[src/ppr_pkg.sv]
`default_nettype none

package ppr_pkg;

   // ************************************
   // operating modes
   // ************************************
   typedef enum logic [2:0] {
      PPR_MODE_STD    = 3'b000,
      PPR_MODE_BIDI   = 3'b001,
      PPR_MODE_FIFO   = 3'b010,
      PPR_MODE_ECP    = 3'b011,
      PPR_MODE_EPP    = 3'b100,
      PPR_MODE_RSVD   = 3'b101,
      PPR_MODE_TEST   = 3'b110,
      PPR_MODE_CONFIG = 3'b111
   } ppr_mode_t;

   // ************************************
   // register offsets (address lines 2..0)
   // ************************************
   localparam logic [2:0] PPR_OFF_DATA = 3'h0;
   localparam logic [2:0] PPR_OFF_STATUS = 3'h1;
   localparam logic [2:0] PPR_OFF_CONTROL = 3'h2;
   localparam logic [2:0] PPR_OFF_EPP_ADDR = 3'h3;
   localparam logic [2:0] PPR_OFF_EPP_DATA_LO = 3'h4;
   localparam logic [2:0] PPR_OFF_CONFIG_A = 3'h0;
   localparam logic [2:0] PPR_OFF_CONFIG_B = 3'h1;
   localparam logic [2:0] PPR_OFF_EXT_CTRL = 3'h2;

   // ************************************
   // field positions
   // ************************************
   localparam int PPR_STS_BUSY = 7;
   localparam int PPR_STS_TIMEOUT = 0;
   localparam int PPR_CTL_DIR = 5;
   localparam int PPR_CTL_ACK_IRQ_EN = 4;
   localparam int PPR_CTL_SELECT_IN = 3;
   localparam int PPR_CTL_INIT = 2;
   localparam int PPR_CTL_AUTO_FEED = 1;
   localparam int PPR_CTL_STROBE = 0;

   // ************************************
   // reset and fixed values
   // ************************************
   localparam logic [7:0] PPR_CONTROL_RESET = 8'h00_C0;
   localparam logic [2:0] PPR_EXT_CTRL_LOW_RESET = 3'h1;
   localparam logic [7:0] PPR_CONFIG_A_VALUE = 8'h00_1F;
   localparam logic [5:0] PPR_CONFIG_B_LOW = 6'h0_B;
   localparam logic [7:0] PPR_READ_ZERO = 8'h00_00;

   // ************************************
   // timing
   // ************************************
   localparam int PPR_CLK_PERIOD_PS = 4000;
   localparam int PPR_EPP_TIMEOUT_US = 10;
   localparam int PPR_EPP_TIMEOUT_CYCLES = (PPR_EPP_TIMEOUT_US * 1000000) / PPR_CLK_PERIOD_PS;

   // ************************************
   // fifo shape
   // ************************************
   localparam int PPR_FIFO_DEPTH = 16;
   localparam int PPR_FIFO_WIDTH = 9;

endpackage : ppr_pkg

`default_nettype wire

[src/ppr_port_regs.sv]
`default_nettype none

// ************************************
// tagged data fifo
// ************************************
module ppr_fifo #(
   parameter int WIDTH = 9,
   parameter int DEPTH = 16
) (
   // clock and reset
   input wire logic clk_i,
   input wire logic reset_i,
   input wire logic flush_i,
   // fill side
   input wire logic in_valid_i,
   output logic in_ready_o,
   input wire logic [WIDTH-1:0] in_data_i,
   // drain side
   output logic out_valid_o,
   input wire logic out_ready_i,
   output logic [WIDTH-1:0] out_data_o,
   // state
   output logic full_o,
   output logic empty_o
);
   localparam int AW = $clog2(DEPTH);

   logic [WIDTH-1:0] mem [DEPTH];
   logic [AW-1:0] wr_ptr_reg;
   logic [AW-1:0] rd_ptr_reg;
   logic [AW:0] count_reg;
   logic push;
   logic pop;

   // full and empty come straight from the count, so they never lie
   assign full_o = (count_reg == (AW + 1)'(DEPTH));
   assign empty_o = (count_reg == '0);
   assign in_ready_o = !full_o;
   assign out_valid_o = !empty_o;
   assign out_data_o = mem[rd_ptr_reg];
   assign push = in_valid_i && in_ready_o;
   assign pop = out_valid_o && out_ready_i;

   // storage, no reset needed on data
   always_ff @(posedge clk_i) begin
      if (push) begin
         mem[wr_ptr_reg] <= in_data_i;
      end
   end

   // pointers and count
   always_ff @(posedge clk_i) begin
      if (reset_i || flush_i) begin
         wr_ptr_reg <= '0;
         rd_ptr_reg <= '0;
         count_reg <= '0;
      end else begin
         if (push) begin
            wr_ptr_reg <= wr_ptr_reg + 1'b1;
         end
         if (pop) begin
            rd_ptr_reg <= rd_ptr_reg + 1'b1;
         end
         if (push && !pop) begin
            count_reg <= count_reg + 1'b1;
         end else if (pop && !push) begin
            count_reg <= count_reg - 1'b1;
         end
      end
   end
endmodule : ppr_fifo

// ************************************
// register interface top
// ************************************
module ppr_port_regs (
   // clock and reset
   input wire logic clk_i,
   input wire logic reset_i,
   // host byte bus
   input wire logic primary_port_select_i,
   input wire logic extended_port_select_i,
   input wire logic [2:0] addr_i,
   input wire logic wr_i,
   input wire logic rd_i,
   input wire logic [7:0] wdata_i,
   output logic [7:0] rdata_o,
   // parallel data lines
   input wire logic [7:0] pd_i,
   output logic [7:0] pd_o,
   output logic pd_oe_n_o,
   // peripheral status inputs
   input wire logic busy_i,
   input wire logic ack_i,
   input wire logic paper_error_input_i,
   input wire logic selected_i,
   input wire logic fault_i,
   // peripheral control outputs, high means active
   output logic strobe_o,
   output logic auto_feed_output_o,
   output logic init_o,
   output logic select_in_output_o,
   // host interrupt from acknowledge
   output logic ack_irq_o,
   // epp strobe requests to the handshake sequencer
   input wire logic epp_timeout_enable_i,
   input wire logic epp_cycle_done_i,
   output logic epp_addr_strobe_o,
   output logic epp_data_strobe_o,
   output logic epp_write_o,
   // fifo drain toward the protocol sequencer
   output logic fifo_out_valid_o,
   input wire logic fifo_out_ready_i,
   output logic [7:0] fifo_out_data_o,
   output logic fifo_out_is_address_o,
   // operating mode for the sequencer
   output logic [2:0] mode_o
);

   // ************************************
   // input synchronisers
   // ************************************
   logic [12:0] pin_meta_reg;
   logic [12:0] pin_sync_reg;
   logic [7:0] pd_sync;
   logic busy_sync;
   logic ack_sync;
   logic paper_sync;
   logic selected_sync;
   logic fault_sync;
   logic ack_prev_reg;
   logic ack_rise;

   // two flops on every pin before any logic looks at it
   always_ff @(posedge clk_i) begin
      if (reset_i) begin
         pin_meta_reg <= '0;
         pin_sync_reg <= '0;
      end else begin
         pin_meta_reg <= {pd_i, busy_i, ack_i, paper_error_input_i, selected_i, fault_i};
         pin_sync_reg <= pin_meta_reg;
      end
   end

   assign {pd_sync, busy_sync, ack_sync, paper_sync, selected_sync, fault_sync} = pin_sync_reg;

   // acknowledge edge detect on the settled copy
   always_ff @(posedge clk_i) begin
      if (reset_i) begin
         ack_prev_reg <= 1'b0;
      end else begin
         ack_prev_reg <= ack_sync;
      end
   end

   assign ack_rise = ack_sync && !ack_prev_reg;

   // ************************************
   // address decode
   // ************************************
   ppr_pkg::ppr_mode_t mode_reg;
   logic [2:0] ext_low_reg;
   logic [7:0] control_reg;
   logic [7:0] data_reg;
   logic print_reg;
   logic timeout_reg;
   logic fifo_full;
   logic fifo_empty;
   logic [8:0] fifo_head;
   logic pp_data_sel;
   logic pp_addr_fifo_sel;
   logic pp_status_sel;
   logic pp_control_sel;
   logic pp_epp_addr_sel;
   logic pp_epp_data_sel;
   logic ep_fifo_sel;
   logic ep_cfg_a_sel;
   logic ep_cfg_b_sel;
   logic ep_ext_sel;
   logic is_fifo_mode;
   logic dir_honoured;

   // primary select window
   assign pp_data_sel = primary_port_select_i && addr_i == ppr_pkg::PPR_OFF_DATA
      && (mode_reg == ppr_pkg::PPR_MODE_STD || mode_reg == ppr_pkg::PPR_MODE_BIDI
      || mode_reg == ppr_pkg::PPR_MODE_EPP);
   assign pp_addr_fifo_sel = primary_port_select_i && addr_i == ppr_pkg::PPR_OFF_DATA
      && mode_reg == ppr_pkg::PPR_MODE_ECP;
   assign pp_status_sel = primary_port_select_i && addr_i == ppr_pkg::PPR_OFF_STATUS;
   assign pp_control_sel = primary_port_select_i && addr_i == ppr_pkg::PPR_OFF_CONTROL;
   assign pp_epp_addr_sel = primary_port_select_i && addr_i == ppr_pkg::PPR_OFF_EPP_ADDR
      && mode_reg == ppr_pkg::PPR_MODE_EPP;
   assign pp_epp_data_sel = primary_port_select_i && addr_i >= ppr_pkg::PPR_OFF_EPP_DATA_LO
      && mode_reg == ppr_pkg::PPR_MODE_EPP;

   // extended select window
   assign is_fifo_mode = mode_reg == ppr_pkg::PPR_MODE_ECP
      || mode_reg == ppr_pkg::PPR_MODE_FIFO || mode_reg == ppr_pkg::PPR_MODE_TEST;
   assign ep_fifo_sel = extended_port_select_i && addr_i == ppr_pkg::PPR_OFF_CONFIG_A
      && is_fifo_mode;
   assign ep_cfg_a_sel = extended_port_select_i && addr_i == ppr_pkg::PPR_OFF_CONFIG_A
      && mode_reg == ppr_pkg::PPR_MODE_CONFIG;
   assign ep_cfg_b_sel = extended_port_select_i && addr_i == ppr_pkg::PPR_OFF_CONFIG_B
      && mode_reg == ppr_pkg::PPR_MODE_CONFIG;
   assign ep_ext_sel = extended_port_select_i && addr_i == ppr_pkg::PPR_OFF_EXT_CTRL;

   // direction does not turn the data drivers around in standard and plain fifo modes
   assign dir_honoured = control_reg[ppr_pkg::PPR_CTL_DIR]
      && mode_reg != ppr_pkg::PPR_MODE_STD && mode_reg != ppr_pkg::PPR_MODE_FIFO;

   // ************************************
   // data fifo
   // ************************************
   logic fifo_push;
   logic [8:0] fifo_push_word;
   logic fifo_host_pop;
   logic fifo_flush;

   // address window sets the tag, data windows clear it
   assign fifo_push = wr_i && (ep_fifo_sel || pp_addr_fifo_sel);
   assign fifo_push_word = {pp_addr_fifo_sel, wdata_i};
   // host reads pop in test mode and in reverse ecp or fifo mode
   assign fifo_host_pop = rd_i && ep_fifo_sel
      && (mode_reg == ppr_pkg::PPR_MODE_TEST || control_reg[ppr_pkg::PPR_CTL_DIR]);
   // the negotiation modes hold no fifo data, so leaving for them drops it
   assign fifo_flush = mode_reg == ppr_pkg::PPR_MODE_STD
      || mode_reg == ppr_pkg::PPR_MODE_BIDI;

   ppr_fifo #(
      .WIDTH(ppr_pkg::PPR_FIFO_WIDTH),
      .DEPTH(ppr_pkg::PPR_FIFO_DEPTH)
   ) u_fifo (
      .clk_i(clk_i),
      .reset_i(reset_i),
      .flush_i(fifo_flush),
      .in_valid_i(fifo_push),
      .in_ready_o(),
      .in_data_i(fifo_push_word),
      .out_valid_o(fifo_out_valid_o),
      .out_ready_i(fifo_out_ready_i || fifo_host_pop),
      .out_data_o(fifo_head),
      .full_o(fifo_full),
      .empty_o(fifo_empty)
   );

   assign fifo_out_data_o = fifo_head[7:0];
   assign fifo_out_is_address_o = fifo_head[8];

   // ************************************
   // control and extended control
   // ************************************
   // control register, reserved high bits come up set
   always_ff @(posedge clk_i) begin
      if (reset_i) begin
         control_reg <= ppr_pkg::PPR_CONTROL_RESET;
      end else if (wr_i && pp_control_sel) begin
         control_reg <= wdata_i;
      end
   end

   // mode field; the reserved code is refused and the old mode kept
   always_ff @(posedge clk_i) begin
      if (reset_i) begin
         mode_reg <= ppr_pkg::PPR_MODE_STD;
         ext_low_reg <= ppr_pkg::PPR_EXT_CTRL_LOW_RESET;
      end else if (wr_i && ep_ext_sel) begin
         if (wdata_i[7:5] != ppr_pkg::PPR_MODE_RSVD) begin
            mode_reg <= ppr_pkg::ppr_mode_t'(wdata_i[7:5]);
         end
         ext_low_reg <= wdata_i[4:2];
      end
   end

   assign mode_o = mode_reg;

   // ************************************
   // data register and pins
   // ************************************
   // host data writes, including epp port writes, go onto the lines
   always_ff @(posedge clk_i) begin
      if (reset_i) begin
         data_reg <= '0;
      end else if (wr_i && (pp_data_sel || pp_epp_addr_sel || pp_epp_data_sel)) begin
         data_reg <= wdata_i;
      end
   end

   // pin outputs registered once more so every output leaves a flop
   always_ff @(posedge clk_i) begin
      if (reset_i) begin
         pd_o <= '0;
         pd_oe_n_o <= 1'b1;
         strobe_o <= 1'b0;
         auto_feed_output_o <= 1'b0;
         init_o <= 1'b0;
         select_in_output_o <= 1'b0;
      end else begin
         pd_o <= data_reg;
         pd_oe_n_o <= dir_honoured;
         strobe_o <= control_reg[ppr_pkg::PPR_CTL_STROBE];
         auto_feed_output_o <= control_reg[ppr_pkg::PPR_CTL_AUTO_FEED];
         init_o <= !control_reg[ppr_pkg::PPR_CTL_INIT];
         select_in_output_o <= control_reg[ppr_pkg::PPR_CTL_SELECT_IN];
      end
   end

   // ************************************
   // status flags
   // ************************************
   // ack edge wins over a read in the same cycle
   always_ff @(posedge clk_i) begin
      if (reset_i) begin
         print_reg <= 1'b1;
      end else if (ack_rise) begin
         print_reg <= 1'b0;
      end else if (rd_i && pp_status_sel) begin
         print_reg <= 1'b1;
      end
   end

   // acknowledge interrupt, one cycle per rising edge
   always_ff @(posedge clk_i) begin
      if (reset_i) begin
         ack_irq_o <= 1'b0;
      end else begin
         ack_irq_o <= ack_rise && control_reg[ppr_pkg::PPR_CTL_ACK_IRQ_EN];
      end
   end

   // ************************************
   // epp strobe cycles and timeout
   // ************************************
   logic epp_busy_reg;
   logic [11:0] epp_count_reg;
   logic epp_start;
   logic epp_expired;

   assign epp_start = (rd_i || wr_i) && (pp_epp_addr_sel || pp_epp_data_sel);
   assign epp_expired = epp_busy_reg
      && epp_count_reg == 12'(ppr_pkg::PPR_EPP_TIMEOUT_CYCLES - 1);

   // strobe requests, one cycle each
   always_ff @(posedge clk_i) begin
      if (reset_i) begin
         epp_addr_strobe_o <= 1'b0;
         epp_data_strobe_o <= 1'b0;
         epp_write_o <= 1'b0;
      end else begin
         epp_addr_strobe_o <= epp_start && pp_epp_addr_sel;
         epp_data_strobe_o <= epp_start && pp_epp_data_sel;
         if (epp_start) begin
            epp_write_o <= wr_i;
         end
      end
   end

   // handshake watchdog; a new access restarts it
   always_ff @(posedge clk_i) begin
      if (reset_i) begin
         epp_busy_reg <= 1'b0;
         epp_count_reg <= '0;
      end else if (epp_start) begin
         epp_busy_reg <= 1'b1;
         epp_count_reg <= '0;
      end else if (epp_cycle_done_i || epp_expired) begin
         epp_busy_reg <= 1'b0;
      end else if (epp_busy_reg) begin
         epp_count_reg <= epp_count_reg + 1'b1;
      end
   end

   // expiry wins over a host clear in the same cycle
   always_ff @(posedge clk_i) begin
      if (reset_i) begin
         timeout_reg <= 1'b0;
      end else if (epp_expired && !epp_cycle_done_i && epp_timeout_enable_i
                   && mode_reg == ppr_pkg::PPR_MODE_EPP) begin
         timeout_reg <= 1'b1;
      end else if (wr_i && pp_status_sel) begin
         timeout_reg <= 1'b0;
      end
   end

   // ************************************
   // read data
   // ************************************
   logic [7:0] status_value;
   logic [7:0] read_value;

   // reserved bit 1 is wired low
   assign status_value = {!busy_sync, ack_sync, paper_sync, selected_sync, fault_sync,
      print_reg, 1'b0, timeout_reg};

   // read mux; unmapped and write-only locations read as zero
   always_comb begin
      read_value = ppr_pkg::PPR_READ_ZERO;
      if (pp_data_sel || pp_epp_addr_sel || pp_epp_data_sel) begin
         read_value = pd_sync;
      end else if (pp_status_sel) begin
         read_value = status_value;
      end else if (pp_control_sel) begin
         read_value = control_reg;
      end else if (ep_fifo_sel) begin
         read_value = fifo_head[7:0];
      end else if (ep_cfg_a_sel) begin
         read_value = ppr_pkg::PPR_CONFIG_A_VALUE;
      end else if (ep_cfg_b_sel) begin
         read_value = {1'b0, ack_irq_o, ppr_pkg::PPR_CONFIG_B_LOW};
      end else if (ep_ext_sel) begin
         read_value = {mode_reg, ext_low_reg, fifo_full, fifo_empty};
      end
   end

   // read data is captured on the strobe and held until the next read
   always_ff @(posedge clk_i) begin
      if (reset_i) begin
         rdata_o <= ppr_pkg::PPR_READ_ZERO;
      end else if (rd_i) begin
         rdata_o <= read_value;
      end
   end

endmodule : ppr_port_regs

`default_nettype wire

[config.mk]
export PLATFORM = sky130hd
export DESIGN_NAME = ppr_port_regs
export DESIGN_NICKNAME = d
export VERILOG_FILES = /design/src/ppr_pkg.sv /design/src/ppr_port_regs.sv
export SDC_FILE = /design/constraint.sdc
export NUM_CORES = 1
export LEC_CHECK = 0
export BUFFER_PORTS_ARGS = -buffer_cell sky130_fd_sc_hd__buf_2
export CORE_ASPECT_RATIO = 0.9
export CORE_MARGIN = 1.5
export CORE_UTILIZATION = 40
export CTS_BUF_LIST = sky130_fd_sc_hd__clkbuf_4
export DETAILED_ROUTE_END_ITERATION = 10
export PLACE_DENSITY = 0.63
export SLEW_MARGIN = 20
export SYNTH_ARGS = -nofsm -noshare
export SYNTH_HDL_FRONTEND = slang
export SYNTH_HIERARCHICAL = 1
export SYNTH_SLANG_ARGS = --single-unit
[constraint.sdc]
create_clock -name clk_i -period 8.85 [get_ports clk_i]
set_clock_uncertainty 0.05 [all_clocks]
set_input_delay 0.4425 -clock clk_i [delete_from_list [all_inputs] [get_ports clk_i]]
set_output_delay 0.4425 -clock clk_i [all_outputs]
set_load 0.05 [all_outputs]
==> summary.md <==
| Metric | Value |
|---|---|
| Synth top area share | 43.7% |
| GR Overflow Total | 0 |
| Total clock sinks | 250 |
| Total wire length | approximately 22000 um |
| CTS max path bufs | 3 |
| Core Area | ~24000 um2 |
| Final worst-path cycle share | approximately two fifths |
| #FFs+latches synth | 250 |
| Setup TNS | 0 ns |
| Filler cells | about 2200 |
| I/O Buffers | 70 |
| Clock slew at reported path FFs | around 0.070 ns |
| Routed WL per cell | 18.6 um |
| Psw | a little over 500 uW |
| Die Y | between 150 and 200 um |
| Combinational share of power | between 3 and 4% |
| Commonest non-fill, non-tap cells in the layout | edfxtp_1, dfxtp_1, clkbuf_4 |
| Clock period minus worst slack | 3.39 ns |
| Tot GR Track Use | around 18% |
| Slew margin rel. | ~37% |
| Synthesized Nets | 758 |
| # nets final | 880 |
| Async set-or-reset flop fraction in the synthesized netlist | 0% |
| Post-synthesis sequential area ratio | approximately two thirds |
| Top FF cell, synth | edfxtp_1 |
| Iteration-0 DRC Markers | ~540 |
| Synthesized instance count | approximately 710 |
| CTS H-Tree Depth | 3 |
| VDD IR max | 0.0738 mV |
| RSZ-0062 raised after global routing | no |
| Ys Warns | 6 |
| CTS tree | yes |
| Startpoint Class | flop |
| Final hold viol count | 0 |
| WP data required | around 8.4 ns |
| Hold WC Path Type | input pin to flop |
| Internal | ~1.8 mW |
| ANT nets after route | 0 |
| DIE AREA | approximately 26000 um2 |
| Starting density of the core | 40.8% |
| Die width | roughly 170 um |
| Sw Share | between 20% and 30% |
| Worst Path Max Fanout | 36 |
| Final core occ | a little under half |
| Placed Area | between 10000 and 15000 um2 |
| Largest cells by area after synthesis | edfxtp_1, dfxtp_1, mux4_2 |
| Worst EP arrival | roughly 2.9 ns |
| Pin count of the biggest net entering global routing | between 70 and 80 |
| Cell area power density | roughly 200 nW/um2 |
| Syn_area_per_cell | roughly 14 um2 |
| Synthesized cell area | around 10000 um2 |
| Most common cell after layout, fill and taps aside | edfxtp_1 |
| Layout cell share with drive strength beyond 1 | between 20% and 30% |
| Critical Path End Type | primary output |
| Worst skew pair latency | around 0.64 ns |
| First-pass GRT wire length | ~34000 um |
| HPWL after DPL | approximately 14000 um |
| Critical path class | flop to primary output |
| Io pins | between 70 and 80 |
| Routability cong. | between 0.7 and 0.8 |
| Fmax | just under 0.3 GHz |
| TritonCTS Buffers | 66 |
| Clk network pwr share | 43.2% |
| Seq pwr share | a little over half |
| Final Max Slew Viols | 0 |
| Count of cell types in the netlist | 69 |
| Pwr Total | around 2.3 mW |
| Via count | 6287 |
| Number of max-cap violations | 0 |
| Final setup violation count | 0 |
| DR pass1 iterations | 5 |
| Status | finished, final reports clean |
| PnR worst setup slack | about 5.5 ns |
| Least-Margin Pin Slew | 0.937 ns |
| DR DRC count | 0 |
| Multi-input logic area | 3190 um2 |
| Register area | 6450 um2 |
| Max reg flops | roughly 140 |
| Post-DR vias/cell | roughly 5.3 |
| CTS root buf | clkbuf_4 |
| Site Rows | 54 |
| Largest area contributor in the netlist | edfxtp_1 |
| Vias in the first global route | roughly 6200 |
| Place WS | roughly 5.0 ns |
| Post-synth EDFFs | between 100 and 150 |
| P&R area growth vs syn | 15.8% |
| Fin area | ~11000 um2 |
| Initial antenna violation count | 1 |
| Lkg Pwr | 4.17 nW |
power groups by stage:
stage	logic [mW]	clock network (mW)	registers (mW)
finish	0.0791	1.00	1.24
global route	0.0862	1.09	1.24
CTS	0.0799	1.04	1.24
detailed placement	0.0754	0	1.27
global placement	0.0750	0	1.27
floorplan	0.0323	0	1.28
worst max-delay path, cell delays in order, from the launching register on:
cell and delay, ns:
dfxtp_2 0.31, buf_4 0.58, mux4_2 0.65, a22oi_1 0.31, nand2_1 0.15, buf_2 0.24
worst paths after layout:
kind,slack (ns),cells after the start,start,end
max reg2reg,5.48,11,mode_o[1],u_fifo/count_reg[3]
min,0.1,2,addr_i[1],epp_addr_strobe_o
max,5.46,5,flop,fifo_out_data_o[7]
min reg2reg,0.38,1,pin_meta_reg[6],pin_sync_reg[6]
synthesized netlist by cell type, types with 11 or more instances:
cell and number:
nand3_1 11, edfxtp_1 144, clkbuf_1 19, xor2_1 14, dfxtp_1 106, a21oi_1 21, nand2_1 50, inv_1 13
nor2b_1 42, a22oi_1 20, mux4_2 35, nor3_1 13, mux2i_1 13, nor2_1 78
layer usage:
metal / global-route usage, % / routed length, um / vias to the layer above / share of wire (%)
li1: - / - / 2927 / -
met1: 23.9 / 9900 / 3092 / 45
met2: 27.3 / 10300 / 223 / 47
met3: 4.23 / 1380 / 45 / 6.2
met4: 7.82 / 543 / 0 / 2.5
met5: 0 / 0 / - / 0
metrics by stage:
stage / std cells / hold WS [ns]
floorplan: 714 / 0.363
global placement: 1063 / 0.373
detailed placement: 1063 / 0.374
CTS: 1188 / 0.0340
global route: 1189 / 0.0615
finish: 1189 / 0.0973
what timing repair did:
action | 4_1_cts | 5_1_grt
hold buffers | 13 | 0
gates resized for setup | 0 | 0
buffers inserted | 0 | 0
endpoints found under the hold margin | 13 | 0
cell type report:
cell class / count / area share (%)
diodes: 1 / 0.0218
clock buffers: 93 / 6.09
clock inverters: 19 / 1.21
inverters: 13 / 0.426
multi-input cells: 414 / 27.9
flip-flops and latches: 250 / 56.3
well taps: 308 / 3.36
repair buffers: 91 / 4.72
cells by family after synthesis:
family,synth area share [%]
compound gates,6.98
xor+xnor,1.68
fa+ha+maj,1.47
buf+inv,2.54
flops,65.2
mux,9.55
simple gates,12.6
Power figures use the tool's default switching activity.
